--- config.mk ---
export PLATFORM = sky130hd
export DESIGN_NAME = sdif_servo_inputs
export DESIGN_NICKNAME = d
export VERILOG_FILES = /design/src/sdif_pkg.sv /design/src/sdif_servo_inputs.sv /design/src/sdif_contact_cond.sv
export SDC_FILE = /design/constraint.sdc
export NUM_CORES = 1
export LEC_CHECK = 0
export ABC_AREA = 1
export ABC_CLOCK_PERIOD_IN_PS = 1500
export BUFFER_PORTS_ARGS = -buffer_cell sky130_fd_sc_hd__clkbuf_2
export CELL_PAD_IN_SITES_DETAIL_PLACEMENT = 0
export CELL_PAD_IN_SITES_GLOBAL_PLACEMENT = 2
export CORE_ASPECT_RATIO = 1.2
export CORE_MARGIN = 2
export CORE_UTILIZATION = 28
export DETAILED_ROUTE_END_ITERATION = 16
export PLACE_DENSITY_LB_ADDON = 0.3
export SYNTH_ARGS = -nofsm -noshare
export SYNTH_HDL_FRONTEND = slang
export SYNTH_SLANG_ARGS = --single-unit
--- constraint.sdc ---
create_clock -name clk_i -period 1.5 [get_ports clk_i]
set_clock_uncertainty 0.2 [all_clocks]
set_input_delay 0.075 -clock clk_i [delete_from_list [all_inputs] [get_ports clk_i]]
set_output_delay 0.075 -clock clk_i [all_outputs]
set_load 0.02 [all_outputs]
--- src/sdif_pkg.sv ---
// Constants and types for the servo contact-input function block
`default_nettype none
package sdif_pkg;
	// Clock and power-up hold-off
	localparam int SDIF_CLK_HZ = 250_000_000;
	localparam int SDIF_PWRUP_MS = 2000;
	localparam int SDIF_PWRUP_CYCLES = (SDIF_CLK_HZ / 1000) * SDIF_PWRUP_MS;

	// Contact vector positions
	localparam int SDIF_NIN = 23;
	localparam int IN_FWD = 0;
	localparam int IN_REV = 1;
	localparam int IN_ORG = 2;
	localparam int IN_SVSTOP = 3;
	localparam int IN_PROP_ONLY_SELECT = 4;
	localparam int IN_GAIN = 5;
	localparam int IN_FTQ = 6;
	localparam int IN_RTQ = 7;
	localparam int IN_PRA = 8;
	localparam int IN_PRB = 9;
	localparam int IN_EMG = 10;
	localparam int IN_ACLR = 11;
	localparam int IN_EN = 12;
	localparam int IN_ISTART = 13;
	localparam int IN_HOMING_START = 14;
	localparam int IN_REG = 15;
	localparam int IN_PAUSE = 16;
	localparam int IN_SEL_LO = 17;
	localparam int IN_SEL_HI = 22;

	// Register byte addresses
	localparam logic [7:0] A_CTRL = 8'h00;
	localparam logic [7:0] A_STAT = 8'h04;
	localparam logic [7:0] A_PRA = 8'h08;
	localparam logic [7:0] A_PRB = 8'h0C;
	localparam logic [7:0] A_PFLG = 8'h10;

	// Control fields and reset values
	localparam int C_MODE = 0;
	localparam int C_METH_LO = 1;
	localparam int C_TYPE_LO = 3;
	localparam int C_MASK_LO = 8;
	localparam logic [5:0] SDIF_RST_MASK = 6'h3F;

	// Status fields
	localparam int S_SERVO_ENABLE = 0;
	localparam int S_STOP = 1;
	localparam int S_ESTOP = 2;
	localparam int S_ALARM = 3;
	localparam int S_PAUSED = 4;
	localparam int S_RDY = 5;
	localparam int S_CAUSE_LO = 6;
	localparam int S_WARN_LO = 8;
	localparam int S_IDX_LO = 16;
	localparam int S_STATE_LO = 24;
	localparam int PF_A = 0;
	localparam int PF_B = 1;

	// Index types, stop causes, warning codes
	localparam logic [1:0] ITYP_REGABS = 2'h2;
	localparam logic [1:0] ITYP_REGREL = 2'h3;
	localparam logic [1:0] CAUSE_NONE = 2'h0;
	localparam logic [1:0] CAUSE_LIMIT = 2'h1;
	localparam logic [1:0] CAUSE_SVSTOP = 2'h2;
	localparam logic [1:0] CAUSE_ESTOP = 2'h3;
	localparam logic [7:0] SDIF_WARN_NONE = 8'h00;
	localparam logic [7:0] SDIF_WARN_ESTOP = 8'h50;

	typedef enum logic [2:0] {
		SDIF_IDLE   = 3'h0,
		SDIF_INDEX  = 3'h1,
		SDIF_HOMING = 3'h2,
		SDIF_PAUSED = 3'h3,
		SDIF_REG    = 3'h4
	} sdif_state_t;
endpackage : sdif_pkg
`default_nettype wire

--- src/sdif_servo_inputs.sv ---
// Contact-input functions of the servo drive with a Wishbone register slave
`default_nettype none
// What this block does
// - Forward travel limit stops the motor and blocks forward motion.
// - Reverse travel limit stops the motor and blocks reverse motion.
// - Origin sensor is the reference switch that ends homing.
// - Servo-stop contact holds the motor stopped while active.
// - Proportional-only contact switches the loop from PI to P.
// - Gain-switch contact selects the second speed gain set.
// - Forward torque clamp contact enables forward torque limiting.
// - Reverse torque clamp contact enables reverse torque limiting.
// - Each touch latch edge captures the position into its own latch.
// - Emergency halt stops per stop-method setting and raises warning 80.
// - Alarm clear edge clears the active servo alarm.
// - Servo enable makes motor operable; off releases it to free run.
// - Index start edge begins the indexed position operation.
// - Homing start edge begins the homing operation.
// - Registration trigger in registration index types starts the preset move.
// - Six select contacts form index 0 to 63, optionally range-masked.
// - Pause during an index operation decelerates and holds paused.
// - Pause again while paused resumes the interrupted index operation.
// - Start, homing, registration and select act only in index mode.
// - Servo enable is ignored until 2 s after power-up.
module sdif_servo_inputs
	import sdif_pkg::*;
#(
	parameter int unsigned PWRUP_CYCLES = SDIF_PWRUP_CYCLES
) (
	// Clock and reset
	input  wire logic        clk_i,
	input  wire logic        rst_i,
	// Wishbone slave
	input  wire logic        wb_cyc_i,
	input  wire logic        wb_stb_i,
	input  wire logic        wb_we_i,
	input  wire logic [7:0]  wb_adr_i,
	input  wire logic [3:0]  wb_sel_i,
	input  wire logic [31:0] wb_dat_i,
	output logic      [31:0] wb_dat_o,
	output logic             wb_ack_o,
	// Contact inputs
	input  wire logic        fwd_travel_limit_i,
	input  wire logic        rev_travel_limit_i,
	input  wire logic        origin_sensor_i,
	input  wire logic        servo_stop_i,
	input  wire logic        prop_only_select_i,
	input  wire logic        second_gain_select_i,
	input  wire logic        fwd_torque_clamp_i,
	input  wire logic        rev_torque_clamp_i,
	input  wire logic        touch_latch_a_i,
	input  wire logic        touch_latch_b_i,
	input  wire logic        emergency_halt_i,
	input  wire logic        alarm_clear_i,
	input  wire logic        servo_enable_i,
	input  wire logic        index_start_i,
	input  wire logic        homing_start_i,
	input  wire logic        registration_trigger_i,
	input  wire logic        pause_i,
	input  wire logic        index_select_b0_i,
	input  wire logic        index_select_b1_i,
	input  wire logic        index_select_b2_i,
	input  wire logic        index_select_b3_i,
	input  wire logic        index_select_b4_i,
	input  wire logic        index_select_b5_i,
	// Drive core status
	input  wire logic [31:0] position_i,
	input  wire logic        alarm_raise_i,
	input  wire logic        motion_done_i,
	// Drive actions
	output logic             servo_on_o,
	output logic             free_run_o,
	output logic             motor_stop_o,
	output logic [1:0]       stop_cause_o,
	output logic [1:0]       stop_method_o,
	output logic             estop_o,
	output logic [7:0]       warning_code_o,
	output logic             fwd_block_o,
	output logic             rev_block_o,
	output logic             prop_only_o,
	output logic             gain_set2_o,
	output logic             fwd_tq_limit_o,
	output logic             rev_tq_limit_o,
	output logic             alarm_active_o,
	output logic [5:0]       index_num_o,
	output logic             index_run_o,
	output logic             homing_run_o,
	output logic             reg_move_o,
	output logic             paused_o,
	output logic             home_ref_o
);
	typedef struct packed {
		sdif_state_t state;
		sdif_state_t resume;
		logic [31:0] pwr_cnt;
		logic        ready;
		logic        idx_mode;
		logic [1:0]  stop_meth;
		logic [1:0]  idx_type;
		logic [5:0]  range_mask;
		logic        servo_on;
		logic        free_run;
		logic        motor_stop;
		logic [1:0]  cause;
		logic        estop;
		logic [7:0]  warn;
		logic        fwd_block;
		logic        rev_block;
		logic        prop_only;
		logic        second_gain_select;
		logic        fwd_tq;
		logic        rev_tq;
		logic        alarm;
		logic [31:0] probe_a;
		logic [31:0] probe_b;
		logic        flag_a;
		logic        flag_b;
		logic [5:0]  idx_num;
		logic        home_ref;
		logic        ack;
		logic [31:0] dat;
	} sdif_top_t;

	sdif_top_t s_r;
	sdif_top_t s_nxt;

	logic [SDIF_NIN-1:0] in_vec;
	logic [SDIF_NIN-1:0] lvl;
	logic [SDIF_NIN-1:0] rise;
	logic [5:0]          sel_vec;
	logic                any_stop;
	logic                start_ok;
	logic                req;
	logic [31:0]         rd_word;

	function automatic logic is_reg_type(input logic [1:0] t);
		is_reg_type = (t == ITYP_REGABS) || (t == ITYP_REGREL);
	endfunction : is_reg_type

	function automatic logic is_busy(input sdif_state_t st);
		is_busy = (st != SDIF_IDLE);
	endfunction : is_busy

	assign in_vec = {index_select_b5_i, index_select_b4_i, index_select_b3_i,
		index_select_b2_i, index_select_b1_i, index_select_b0_i, pause_i,
		registration_trigger_i, homing_start_i, index_start_i, servo_enable_i,
		alarm_clear_i, emergency_halt_i, touch_latch_b_i, touch_latch_a_i,
		rev_torque_clamp_i, fwd_torque_clamp_i, second_gain_select_i,
		prop_only_select_i, servo_stop_i, origin_sensor_i, rev_travel_limit_i,
		fwd_travel_limit_i};

	// All contacts cross into the clock domain here
	sdif_contact_cond #(
		.W(SDIF_NIN)
	) u_cond (
		.clk_i  (clk_i),
		.rst_i  (rst_i),
		.raw_i  (in_vec),
		.level_o(lvl),
		.rise_o (rise)
	);

	assign sel_vec  = lvl[IN_SEL_HI:IN_SEL_LO];
	assign any_stop = lvl[IN_EMG] | lvl[IN_SVSTOP] | lvl[IN_FWD] | lvl[IN_REV];
	assign start_ok = s_r.idx_mode & ~any_stop & s_r.servo_on;
	assign req      = wb_cyc_i & wb_stb_i;

	// Register read mux
	always_comb begin
		rd_word = 32'h0;
		case (wb_adr_i)
			A_CTRL: begin
				rd_word[C_MODE] = s_r.idx_mode;
				rd_word[C_METH_LO +: 2] = s_r.stop_meth;
				rd_word[C_TYPE_LO +: 2] = s_r.idx_type;
				rd_word[C_MASK_LO +: 6] = s_r.range_mask;
			end
			A_STAT: begin
				rd_word[S_SERVO_ENABLE] = s_r.servo_on;
				rd_word[S_STOP] = s_r.motor_stop;
				rd_word[S_ESTOP] = s_r.estop;
				rd_word[S_ALARM] = s_r.alarm;
				rd_word[S_PAUSED] = (s_r.state == SDIF_PAUSED);
				rd_word[S_RDY] = s_r.ready;
				rd_word[S_CAUSE_LO +: 2] = s_r.cause;
				rd_word[S_WARN_LO +: 8] = s_r.warn;
				rd_word[S_IDX_LO +: 6] = s_r.idx_num;
				rd_word[S_STATE_LO +: 3] = s_r.state;
			end
			A_PRA: begin
				rd_word = s_r.probe_a;
			end
			A_PRB: begin
				rd_word = s_r.probe_b;
			end
			A_PFLG: begin
				rd_word[PF_A] = s_r.flag_a;
				rd_word[PF_B] = s_r.flag_b;
			end
			default: begin
				rd_word = 32'h0;
			end
		endcase
	end

	always_comb begin
		s_nxt = s_r;

		// Bus: ack one cycle after the request, write lands at the edge that ends the ack cycle
		s_nxt.ack = req & ~s_r.ack;
		if (req && !s_r.ack) begin
			s_nxt.dat = rd_word;
		end
		if (req && s_r.ack && wb_we_i) begin
			if (wb_adr_i == A_CTRL && wb_sel_i[0]) begin
				s_nxt.idx_mode = wb_dat_i[C_MODE];
				s_nxt.stop_meth = wb_dat_i[C_METH_LO +: 2];
				s_nxt.idx_type = wb_dat_i[C_TYPE_LO +: 2];
			end
			if (wb_adr_i == A_CTRL && wb_sel_i[1]) begin
				s_nxt.range_mask = wb_dat_i[C_MASK_LO +: 6];
			end
			if (wb_adr_i == A_PFLG && wb_sel_i[0]) begin
				s_nxt.flag_a = s_r.flag_a & ~wb_dat_i[PF_A];
				s_nxt.flag_b = s_r.flag_b & ~wb_dat_i[PF_B];
			end
		end

		// Power-up hold-off on servo enable
		if (!s_r.ready) begin
			s_nxt.pwr_cnt = s_r.pwr_cnt + 32'h1;
		end
		s_nxt.ready = s_r.ready | (s_r.pwr_cnt >= PWRUP_CYCLES - 1);
		s_nxt.servo_on = s_r.ready & lvl[IN_EN];
		s_nxt.free_run = ~(s_r.ready & lvl[IN_EN]);

		// Stop sources
		s_nxt.fwd_block = lvl[IN_FWD];
		s_nxt.rev_block = lvl[IN_REV];
		s_nxt.motor_stop = any_stop;
		s_nxt.estop = lvl[IN_EMG];
		s_nxt.warn = lvl[IN_EMG] ? SDIF_WARN_ESTOP : SDIF_WARN_NONE;
		if (lvl[IN_EMG]) begin
			s_nxt.cause = CAUSE_ESTOP;
		end else if (lvl[IN_SVSTOP]) begin
			s_nxt.cause = CAUSE_SVSTOP;
		end else if (lvl[IN_FWD] || lvl[IN_REV]) begin
			s_nxt.cause = CAUSE_LIMIT;
		end else begin
			s_nxt.cause = CAUSE_NONE;
		end

		// Loop and torque selections
		s_nxt.prop_only = lvl[IN_PROP_ONLY_SELECT];
		s_nxt.second_gain_select = lvl[IN_GAIN];
		s_nxt.fwd_tq = lvl[IN_FTQ];
		s_nxt.rev_tq = lvl[IN_RTQ];

		// Alarm: a new alarm wins over a clear
		if (rise[IN_ACLR]) begin
			s_nxt.alarm = 1'b0;
		end
		if (alarm_raise_i) begin
			s_nxt.alarm = 1'b1;
		end

		// Probe capture wins over a software clear
		if (rise[IN_PRA]) begin
			s_nxt.probe_a = position_i;
			s_nxt.flag_a = 1'b1;
		end
		if (rise[IN_PRB]) begin
			s_nxt.probe_b = position_i;
			s_nxt.flag_b = 1'b1;
		end

		// Index operation sequencer
		case (s_r.state)
			SDIF_IDLE: begin
				if (start_ok && rise[IN_ISTART]) begin
					s_nxt.state = SDIF_INDEX;
					s_nxt.idx_num = sel_vec & s_r.range_mask;
				end else if (start_ok && rise[IN_HOMING_START]) begin
					s_nxt.state = SDIF_HOMING;
				end
			end
			SDIF_INDEX: begin
				if (rise[IN_PAUSE]) begin
					s_nxt.state = SDIF_PAUSED;
					s_nxt.resume = SDIF_INDEX;
				end else if (rise[IN_REG] && s_r.idx_mode && is_reg_type(s_r.idx_type)) begin
					s_nxt.state = SDIF_REG;
				end else if (motion_done_i) begin
					s_nxt.state = SDIF_IDLE;
				end
			end
			SDIF_REG: begin
				if (rise[IN_PAUSE]) begin
					s_nxt.state = SDIF_PAUSED;
					s_nxt.resume = SDIF_REG;
				end else if (motion_done_i) begin
					s_nxt.state = SDIF_IDLE;
				end
			end
			SDIF_HOMING: begin
				if (lvl[IN_ORG]) begin
					s_nxt.state = SDIF_IDLE;
				end
			end
			SDIF_PAUSED: begin
				if (rise[IN_PAUSE]) begin
					s_nxt.state = s_r.resume;
				end
			end
			default: begin
				s_nxt.state = SDIF_IDLE;
			end
		endcase
		// Any stop or loss of enable aborts motion
		if (is_busy(s_r.state) && (any_stop || !s_r.servo_on)) begin
			s_nxt.state = SDIF_IDLE;
		end
		s_nxt.home_ref = lvl[IN_ORG] & (s_r.state == SDIF_HOMING);

		if (rst_i) begin
			s_nxt = '0;
			s_nxt.range_mask = SDIF_RST_MASK;
			s_nxt.free_run = 1'b1;
		end
	end

	always_ff @(posedge clk_i) begin
		s_r <= s_nxt;
	end

	assign wb_dat_o       = s_r.dat;
	assign wb_ack_o       = s_r.ack;
	assign servo_on_o     = s_r.servo_on;
	assign free_run_o     = s_r.free_run;
	assign motor_stop_o   = s_r.motor_stop;
	assign stop_cause_o   = s_r.cause;
	assign stop_method_o  = s_r.stop_meth;
	assign estop_o        = s_r.estop;
	assign warning_code_o = s_r.warn;
	assign fwd_block_o    = s_r.fwd_block;
	assign rev_block_o    = s_r.rev_block;
	assign prop_only_o    = s_r.prop_only;
	assign gain_set2_o    = s_r.second_gain_select;
	assign fwd_tq_limit_o = s_r.fwd_tq;
	assign rev_tq_limit_o = s_r.rev_tq;
	assign alarm_active_o = s_r.alarm;
	assign index_num_o    = s_r.idx_num;
	assign index_run_o    = (s_r.state == SDIF_INDEX);
	assign homing_run_o   = (s_r.state == SDIF_HOMING);
	assign reg_move_o     = (s_r.state == SDIF_REG);
	assign paused_o       = (s_r.state == SDIF_PAUSED);
	assign home_ref_o     = s_r.home_ref;
endmodule : sdif_servo_inputs
`default_nettype wire

--- src/sdif_contact_cond.sv ---
// Two-flop synchroniser with rising-edge detect for the contact inputs
`default_nettype none
module sdif_contact_cond #(
	parameter int W = 1
) (
	// Clock and reset
	input  wire logic         clk_i,
	input  wire logic         rst_i,
	// Contacts
	input  wire logic [W-1:0] raw_i,
	output logic      [W-1:0] level_o,
	output logic      [W-1:0] rise_o
);
	typedef struct packed {
		logic [W-1:0] s1;
		logic [W-1:0] s2;
		logic [W-1:0] s3;
	} sdif_cond_t;

	sdif_cond_t s_r;
	sdif_cond_t s_nxt;

	always_comb begin
		s_nxt    = s_r;
		s_nxt.s1 = raw_i;
		s_nxt.s2 = s_r.s1;
		s_nxt.s3 = s_r.s2;
		if (rst_i) begin
			s_nxt = '0;
		end
	end

	always_ff @(posedge clk_i) begin
		s_r <= s_nxt;
	end

	// Only stage two and three feed the block
	assign level_o = s_r.s2;
	assign rise_o  = s_r.s2 & ~s_r.s3;
endmodule : sdif_contact_cond
`default_nettype wire

# Word-level counts from Yosys, hierarchy flattened
# Cells that the tools add are included.
[op_classes]
n_reduce_logical = 33
magnitude_cmp = 1
mul = 0
bitwise = 20
shift = 0
n_addsub = 1
n_mux = 30
n_eq_ne = 15
n_div = 0
[op_table]
columns = ["op", "count"]
rows = [
  ["32-bit by 1-bit adder with 32-bit output (second input constant)", 1],
  ["32-bit by 29-bit >= comparator with 1-bit output (second input constant)", 1],
  ["3-bit two-way mux", 10],
  ["6-bit case mux with 4 select lines", 1],
  ["8-bit case mux with 3 select lines", 1],
  ["3-bit case mux with 3 select lines", 2],
  ["17-bit bitwise AND", 1],
  ["17-bit NOT", 1],
  ["8-bit by 4-bit equality test with 1-bit output (second input constant)", 2],
  ["3-bit case mux with 5 select lines", 1],
  ["3-bit case mux with 4 select lines", 1],
  ["2-bit nonzero test", 6],
  ["1-bit logical AND", 11],
  ["2-bit case mux with 5 select lines", 1],
  ["5-bit case mux with 2 select lines", 1],
  ["2-bit AND reduction", 5],
  ["1-bit bitwise AND", 8],
  ["8-bit by 3-bit equality test with 1-bit output (second input constant)", 1],
  ["8-bit by 5-bit equality test with 1-bit output (second input constant)", 1],
  ["8-bit logical NOT", 1],
  ["2-bit two-way mux", 4],
  ["2-bit by 1-bit inequality test with 1-bit output (second input constant)", 4],
  ["7-bit two-way mux", 1],
  ["6-bit bitwise AND", 1],
  ["other kinds (16)", 33],
]
[word_totals]
mem_count = 0
mem_bits_rw = 0
mem_bits_ro = 0
inputBits = 106
latchBits = 0
elab_cells = 132
ff_bits = 240

# Logic depth before layout (Yosys ltp)
# Gate-level depths: netlist of run 1.
[depth]
depth_word = 10
mapped_depth = 10
depth_no_buf = 10

# Cells and area by module
# Synthesis of run 1 repeated with hierarchy kept, for this count alone.
[hier_totals]
hier_cells = 1345
hier_area_um2 = 10126.0
[modules_own_cells]
columns = ["mod", "n_inst", "seq_area_each_um2", "area_per_inst_um2", "cells_each"]
rows = [
  ["sdif_servo_inputs", 1, 3363.2, 7908.8, 1084],
  ["sdif_contact_cond", 1, 1381.3, 2217.1, 261],
]

# Worst setup path before layout of run 1
# Ideal clock, no wire load.
[synth_timing]
kind = "register to register"
startpoint = "register s_r[140] (netlist bit)"
endpoint = "register s_r[169] (netlist bit)"
setup_time_ps = 113
arrival_ps = 1236
setup_slack_ps = -49
synth_period_minus_slack_ps = 1549
stages_incl_launch_ff = 9
path_cell_list = "dfxtp_1 > ha_1 > nand3_2 > nor2_2 > nand3_2 > nor2_4 > nand3_1 > o21ai_1 > nor2_1"
[synth_between]
elab_chain_len = 1
[synth_rtl]
columns = ["element", "line", "rtl"]
rows = [
  ["start, declared", "sdif_servo_inputs.sv:123", "sdif_top_t s_r;"],
  ["start signal, assigned", "sdif_servo_inputs.sv:332", "s_r <= s_nxt;"],
  ["32-bit by 1-bit adder with 32-bit output", "sdif_servo_inputs.sv:230", "s_nxt.pwr_cnt = s_r.pwr_cnt + 32'h1;"],
]
# Every way passes these cells.
# A chain may end at the register's enable or synchronous reset.

# Worst setup path after layout of run 1
[layout_timing]
startpoint = "register s_r[140] (netlist bit)"
endpoint = "register s_r[157] (netlist bit)"
# The elaborated chain is that of the path after synthesis.

==> results of run 1 <==
==> final cells by class <==
type | count | area share, %
Timing Repair Buffer | 360 | 21.6
Tap cell | 407 | 3.78
Clock buffer | 38 | 5.45
Inverter | 154 | 4.46
Clock inverter | 7 | 0.687
Sequential cell | 221 | 33.2
Multi-Input combinational cell | 791 | 30.9
==> state kept, by name, indices dropped and copies added (netlist names), 2 cells and up <==
register	count
u_cond.s_r	37
stop_cause_o	2
u_cond.level_o	23
stop_method_o	2
s_r	113
index_num_o	6
wb_dat_o	32
==> layer usage <==
layer | part of all wire, % | wire, um
met3 | 4.5 | 1310
met2 | 49 | 14400
met5 | 0 | 0
met1 | 44 | 12800
met4 | 2.5 | 719
==> cells by family (layout without fill, tap and decap cells) <==
kind of cell,after synthesis,count (layout)
fa+ha+maj,1,1
other cells,1,6
compound gates,198,198
xor+xnor,3,3
flops,221,221
simple gates,583,583
buf+inv,259,559
==> stage by stage <==
step / utilization (%) / instances / hold slack (ns) / setup WS [ns] / power, uW
3_5_place_dp: 33.0 / 1799 / 0.0714 / -0.119 / 7080
5_1_grt: 41.7 / 1978 / 0.0331 / -0.267 / 14000
3_3_place_gp: 33.0 / 1799 / 0.0694 / -0.0983 / 7080
2_1_floorplan: - / 1271 / -0.0180 / 0.0250 / 6720
4_1_cts: 40.0 / 1960 / -0.0187 / -0.148 / 13600
6_report: 41.7 / 1978 / -0.0216 / -0.172 / 13400
==> path summary, 6_finish.rpt <==
check                      endpoint  slack [ns]  cells past startpoint
setup reg to reg           s_r[157]       -0.17                      9
hold reg to reg   u_cond.level_o[1]        0.20                      2
hold / removal             s_r[134]       -0.02                      7
setup / recovery           s_r[157]       -0.17                      9
==> cell usage after synthesis (all sizes together) <==
master	n
a21oi	78
o22ai	8
o21a	6
clkbuf	40
xor2	3
nor4	1
nand4	13
nand3b	6
dfxtp	221
o21ai	104
conb	1
buf	65
a31oi	2
nor3b	1
nor3	10
ha	1
inv	154
nand3	116
nor2	271
nand2	165
==> power groups by stage <==
stage | Sequential, uW | Clock, uW | Combinational (uW)
6_report | 6140 | 6210 | 1060
3_3_place_gp | 6270 | 0 | 806
2_1_floorplan | 6260 | 0 | 461
4_1_cts | 6150 | 6410 | 1050
5_1_grt | 6160 | 6620 | 1180
3_5_place_dp | 6270 | 0 | 810
==> layout by cell type (no fill, tap or decap), types with 5 or more instances in the layout <==
cell type,netlist,routed
a21oi_1,78,71
a21oi_2,0,6
buf_12,0,15
buf_4,54,82
buf_6,1,21
clkbuf_1,39,7
clkbuf_16,0,25
clkbuf_2,0,137
clkbuf_8,1,6
conb_1,1,6
dfxtp_1,221,194
dfxtp_2,0,20
dfxtp_4,0,7
dlygate4sd3_1,0,100
inv_1,148,133
inv_2,6,14
inv_4,0,5
nand2_1,160,140
nand2_2,5,19
nand2_4,0,6
nand3_1,111,92
nand3_2,4,13
nand3_4,1,11
nand3b_1,6,6
nand4_1,12,12
nor2_1,254,236
nor2_2,10,8
nor2_4,7,27
nor3_1,9,5
o21a_1,6,6
o21ai_0,93,81
o21ai_1,11,17
o21ai_2,0,6
o22ai_1,8,8
==> critical path: cells and delay by family (launching register included) <==
kind                       cells  cell delay (ns)
DFF                            1             0.37
and+or+nand+nor                6             0.68
adders and majority gates      1             0.14
buffers and inverters          2             0.20
==> what timing repair did <==
action	in CTS	in global routing
pin swaps	16	49
hold buffers	103	1
resized for setup	90	124
setup buffers	16	19
endpoints found under the setup margin	49	103
endpoints found under the hold margin	205	18
gates cloned	0	1
==> results.ini, run 1 <==
[run_status]
outcome = finished with violations
violations = hold timing, setup timing

[worst_setup_path]
worstPathCellList = ha_4, nand3_4, nor2_4, nand3_4, nor2_4, buf_6, buf_6, nor2_2, nor3_1
slowest_stage = dfxtp_4
cp.required_ns = 1.74
critPathKind = flip-flop to flip-flop
worst_setup_path_end_kind = flip-flop
arrival_ns = 1.91
start_kind = flip-flop
crit_path_start = s_r[140]
slowest_delay_ns = 0.37
worstPathMaxFanout = 4
r2r_start = s_r[140]

[sta]
period_share_pct = 111
slew_viol_final = 0
timing.fmax_mhz = 598
setup_ws_ns = -0.172
tightest_slew_ns = 0.819
finalSetupTns_ns = -2.96
rsz0062_at_grt = true
max-slew-margin-rel_pct = 45.2
finalHoldViolCount = 4
setup_viol = 36
holdWs_ns = -0.0216
fin_crit_ns = 1.67

[logic_synthesis]
synth_cell_types = 32
ys_ff_latch = 221
synth_largest_area_cell = dfxtp_1
synthTopCellsByArea = dfxtp_1, nor2_1, nand2_1, nand3_1, inv_1
ys_warn_count = 0
syn_area_sq_um = 9240
synth-simple-area-share_pct = 27.6
syn_inst = 1266
synth_compound_area_share_pct = 11.0
yosys.area_share.xor_xnor_pct = 0.284
synth_adder_area_share_pct = 0.135
avgSynthCellArea_sq_um = 7.30
ys_seq_area_share_pct = 47.9
synth_top_family_by_area = simple AND/OR/NAND/NOR gates
synthMuxAreaShare_pct = 0
synth_top_area_share_pct = 47.9

[min_path]
min_path_type = primary input to flip-flop
hp-start = wb_adr_i[6]

[final_layout]
n_antenna_cell = 0
syn_to_final_growth_pct = 45.8
finalNetCount = 1660
multi_input_area_sq_um = 4160
fill_cells = 3350
drive_gt1_share_pct = 28.8
seqCellArea_sq_um = 4480
final_area_sq_um = 13500

[power]
power.density_nw_per_um2 = 995
vdd_drop_max_v = 0.000642
p_int_uw = 10300
p_switching_uw = 3160
clkPwrFrac_pct = 46.3
switching_share_pct = 23.6
combPwrFrac_pct = 7.9
p_leak_uw = 0.00599
p_seq_share_pct = 45.8

[clock_tree]
clkSlewWorstSetupHoldPaths_ns = 0.06
cts.sinks = 221
cts_tree = done
clockBufferDepth = 3
h-tree-depth = 1
root_buffer = clkbuf_16
cts_buffers = 25
clk_latency_ns = 0.53

[floorplanning]
rows = 72
die_area_sq_um = 34500
die_w_um = 170
core-area_sq_um = 32300
die_h_um = 203
start_util_pct = 28.6
ioPinCount = 173

[global_route]
track_usage_pct = 16.9
antenna_found_initial = 0
grt_max_degree = 66
grt_pass1_vias = 8667
busiest_layer = met2
grt_use_met1_pct = 21.5
grt_pass1_wl_um = 46300
grt-ovfl-total = 0
grtUsageMet3_pct = 2.44
gr-usage-met2_pct = 29.8

[route]
routed_via_density = 4.43
drcViolationCount = 0
detail_route.wirelength_um = 29200
post_drt_wl_per_cell_um = 14.8
detail-route-antenna-nets = 0
vias = 8754
drt_iter0_drc = 405
drtPass1Iterations = 5

[job]
cap_violations = 0

[placement]
port_buffers = 143
dpl-instance-area_sq_um = 10700
gp_congestion = 0.778
hpwlAfterDp_um = 19700

Note: power is estimated with default switching activity, not from simulation.
==> run 2: changes to the inputs <==
- ABC_CLOCK_PERIOD_IN_PS: 1500 -> not set
- REMOVE_ABC_BUFFERS: not set -> 1
==> run 2 against run 1 <==
  * The flow still finishes with violations (hold timing, setup timing)
  * Register-to-register slack better by 0.04 ns
  * Die area stayed put
  * Clock-buffer cell count is 2 lower
  * Sequential cell count stayed put
  * Largest cell class unchanged
  * Largest power group unchanged
  * Highest routed layer unchanged
==> results.ini, run 2 (synthesis gave the netlist of run 1 again) <==
[run_status]
outcome = finished with violations  ; unchanged
violations = hold timing, setup timing  ; unchanged

[clock_tree]
cts_tree = done  ; unchanged
clockBufferDepth = 3  ; unchanged
h-tree-depth = 1  ; unchanged
clk_latency_ns = 0.52  ; was 0.53 ns
cts_buffers = 25  ; unchanged
clkSlewWorstSetupHoldPaths_ns = 0.06  ; about the same
cts.sinks = 221  ; unchanged
root_buffer = clkbuf_16  ; unchanged

[placement]
gp_congestion = 0.773  ; was 0.778
dpl-instance-area_sq_um = 10700  ; about the same
hpwlAfterDp_um = 19200  ; was 19700 um
dp_cells = 1804  ; was 1799
port_buffers = 143  ; unchanged

[final_layout]
syn_to_final_growth_pct = 45.3  ; was 45.8%
finalNetCount = 1651  ; was 1660
layout_common_cells = nor2_1, dfxtp_1, clkbuf_2  ; was nor2_1, dfxtp_1, nand2_1
drive_gt1_share_pct = 29.3  ; was 28.8%
largest_reg_flops = 113  ; unchanged
stdcell_count = 1968  ; was 1978
regMostFlops = s_r  ; unchanged
layout_commonest_cell = nor2_1  ; unchanged
final_core_util_pct = 41.5  ; was 41.7%
final_area_sq_um = 13400  ; was 13500 sq um
n_antenna_cell = 0  ; unchanged

[route]
routed_via_density = 4.43  ; about the same
post_drt_wl_per_cell_um = 14.7  ; was 14.8 um
vias = 8722  ; was 8754
drt_iter0_drc = 369  ; was 405
detail-route-antenna-nets = 0  ; unchanged
drcViolationCount = 0  ; unchanged
drtPass1Iterations = 4  ; was 5
detail_route.wirelength_um = 29000  ; was 29200 um

[global_route]
grt-ovfl-total = 0  ; unchanged
track_usage_pct = 16.7  ; was 16.9%
antenna_found_initial = 0  ; unchanged
grt_max_degree = 52  ; was 66
grt_pass1_wl_um = 45600  ; was 46300 um
grt_pass1_vias = 8455  ; was 8667

[sta]
tightest_slew_ns = 0.507  ; was 0.819 ns
period_share_pct = 112  ; was 111%
fin_crit_ns = 1.67  ; about the same
max-slew-margin-rel_pct = 66.1  ; was 45.2%
slew_viol_final = 0  ; unchanged
setup_ws_ns = -0.175  ; was -0.172 ns
holdWs_ns = -0.0386  ; was -0.0216 ns
finalHoldViolCount = 1  ; was 4
rsz0062_at_grt = true  ; unchanged
setup_viol = 32  ; was 36
timing.fmax_mhz = 597  ; was 598 MHz

[power]
power.density_nw_per_um2 = 1010  ; was 995 nW/um^2
p_int_uw = 10500  ; was 10300 uW
p_seq_share_pct = 45.1  ; was 45.8%
p_switching_uw = 3130  ; was 3160 uW
p_leak_uw = 0.00596  ; was 0.00599 uW
combPwrFrac_pct = 8.0  ; was 7.9%
switching_share_pct = 23.0  ; was 23.6%
power_uw = 13600  ; was 13400 uW
vdd_drop_max_v = 0.000737  ; was 0.000642 V
clkPwrFrac_pct = 47.0  ; was 46.3%

[worst_setup_path]
worst_setup_path_end_kind = output port  ; was flip-flop
start_kind = flip-flop  ; unchanged
arrival_ns = 1.40  ; was 1.91 ns
critPathKind = flip-flop to output port  ; was flip-flop to flip-flop
worstPathMaxFanout = 4  ; unchanged
cp.required_ns = 1.22  ; was 1.74 ns

[floorplanning]
die_w_um = 170  ; unchanged
rows = 72  ; unchanged
die_area_sq_um = 34500  ; unchanged
ioPinCount = 173  ; unchanged
start_util_pct = 28.6  ; unchanged
die_h_um = 203  ; unchanged
core-area_sq_um = 32300  ; unchanged

[min_path]
min_path_type = primary input to flip-flop  ; unchanged

[job]
cap_violations = 0  ; unchanged

## run 2: changes by cell type in the layout (fill, tap and decap cells not counted), moves of 4 or more
cell / previous run / this run
nand2_1: 140 / 131
dlygate4sd3_1: 100 / 94
nand2_2: 19 / 27
nor2_4: 27 / 23
nand3_2: 13 / 17
o21ai_1: 17 / 11
nand3_4: 11 / 7
nor2_2: 8 / 14
buf_4: 82 / 76
## run 2: worst paths after layout
check	slack (ns)	startpoint	to	cells after the start
setup / recovery	-0.17	s_r[176]	paused_o	6
hold / removal	-0.04	rst_i	wb_dat_o[28]	5
setup reg to reg	-0.13	s_r[140]	s_r[161]	8
hold reg to reg	0.20	u_cond.s_r[46]	u_cond.level_o[0]	2
## run 2: worst max-delay path: stages, from the launching register on
cell and delay (ns):
dfxtp_4 0.36, inv_4 0.07, nand2_4 0.07, nor2_4 0.10
buf_6 0.10, buf_6 0.09, buf_8 0.10
## run 2: area by class of cell
type	count	area (sq um)
fillers	3350	18900
flip-flops and latches	221	4470
multi-input cells	791	4150
repair buffers	351	2870
clock buffers	36	707
inverters	154	591
well taps	407	509
clock inverters	8	140
## run 2: timing repair
item                                   in CTS  in global routing
pin swaps                                  25                 40
gates cloned                                0                  1
hold buffers                               94                  3
setup endpoints to repair                  48                 57
gates resized for setup                    93                115
endpoints found under the hold margin     187                  1
buffers inserted                           16                 12
## run 2: power by group through the flow
stage	registers (uW)	clock network, uW	logic (uW)
2_1_floorplan	6280	0	329
3_3_place_gp	6270	0	834
3_5_place_dp	6270	0	839
4_1_cts	6150	6620	1070
5_1_grt	6160	6840	1200
6_report	6140	6400	1080
## run 2: stage by stage
stage          TNS [ns]  setup slack [ns]  hold WS (ns)
5_1_grt           -5.45            -0.254       0.00117
3_3_place_gp      -2.68            -0.165        0.0670
2_1_floorplan    -82.43             -1.20       -0.0559
4_1_cts           -2.50            -0.225       0.00156
3_5_place_dp      -3.82            -0.192        0.0713
6_report          -2.36            -0.175       -0.0386
## run 2: metal layers
layer  vias to the layer above  GRT usage, %  share of wire (%)
met1                      3988          21.2                 44
met2                       171          29.7                 49
met4                         0          4.55                2.4
met3                        50          2.03                4.4
li1                       4513             -                  -
met5                         -             0                  0
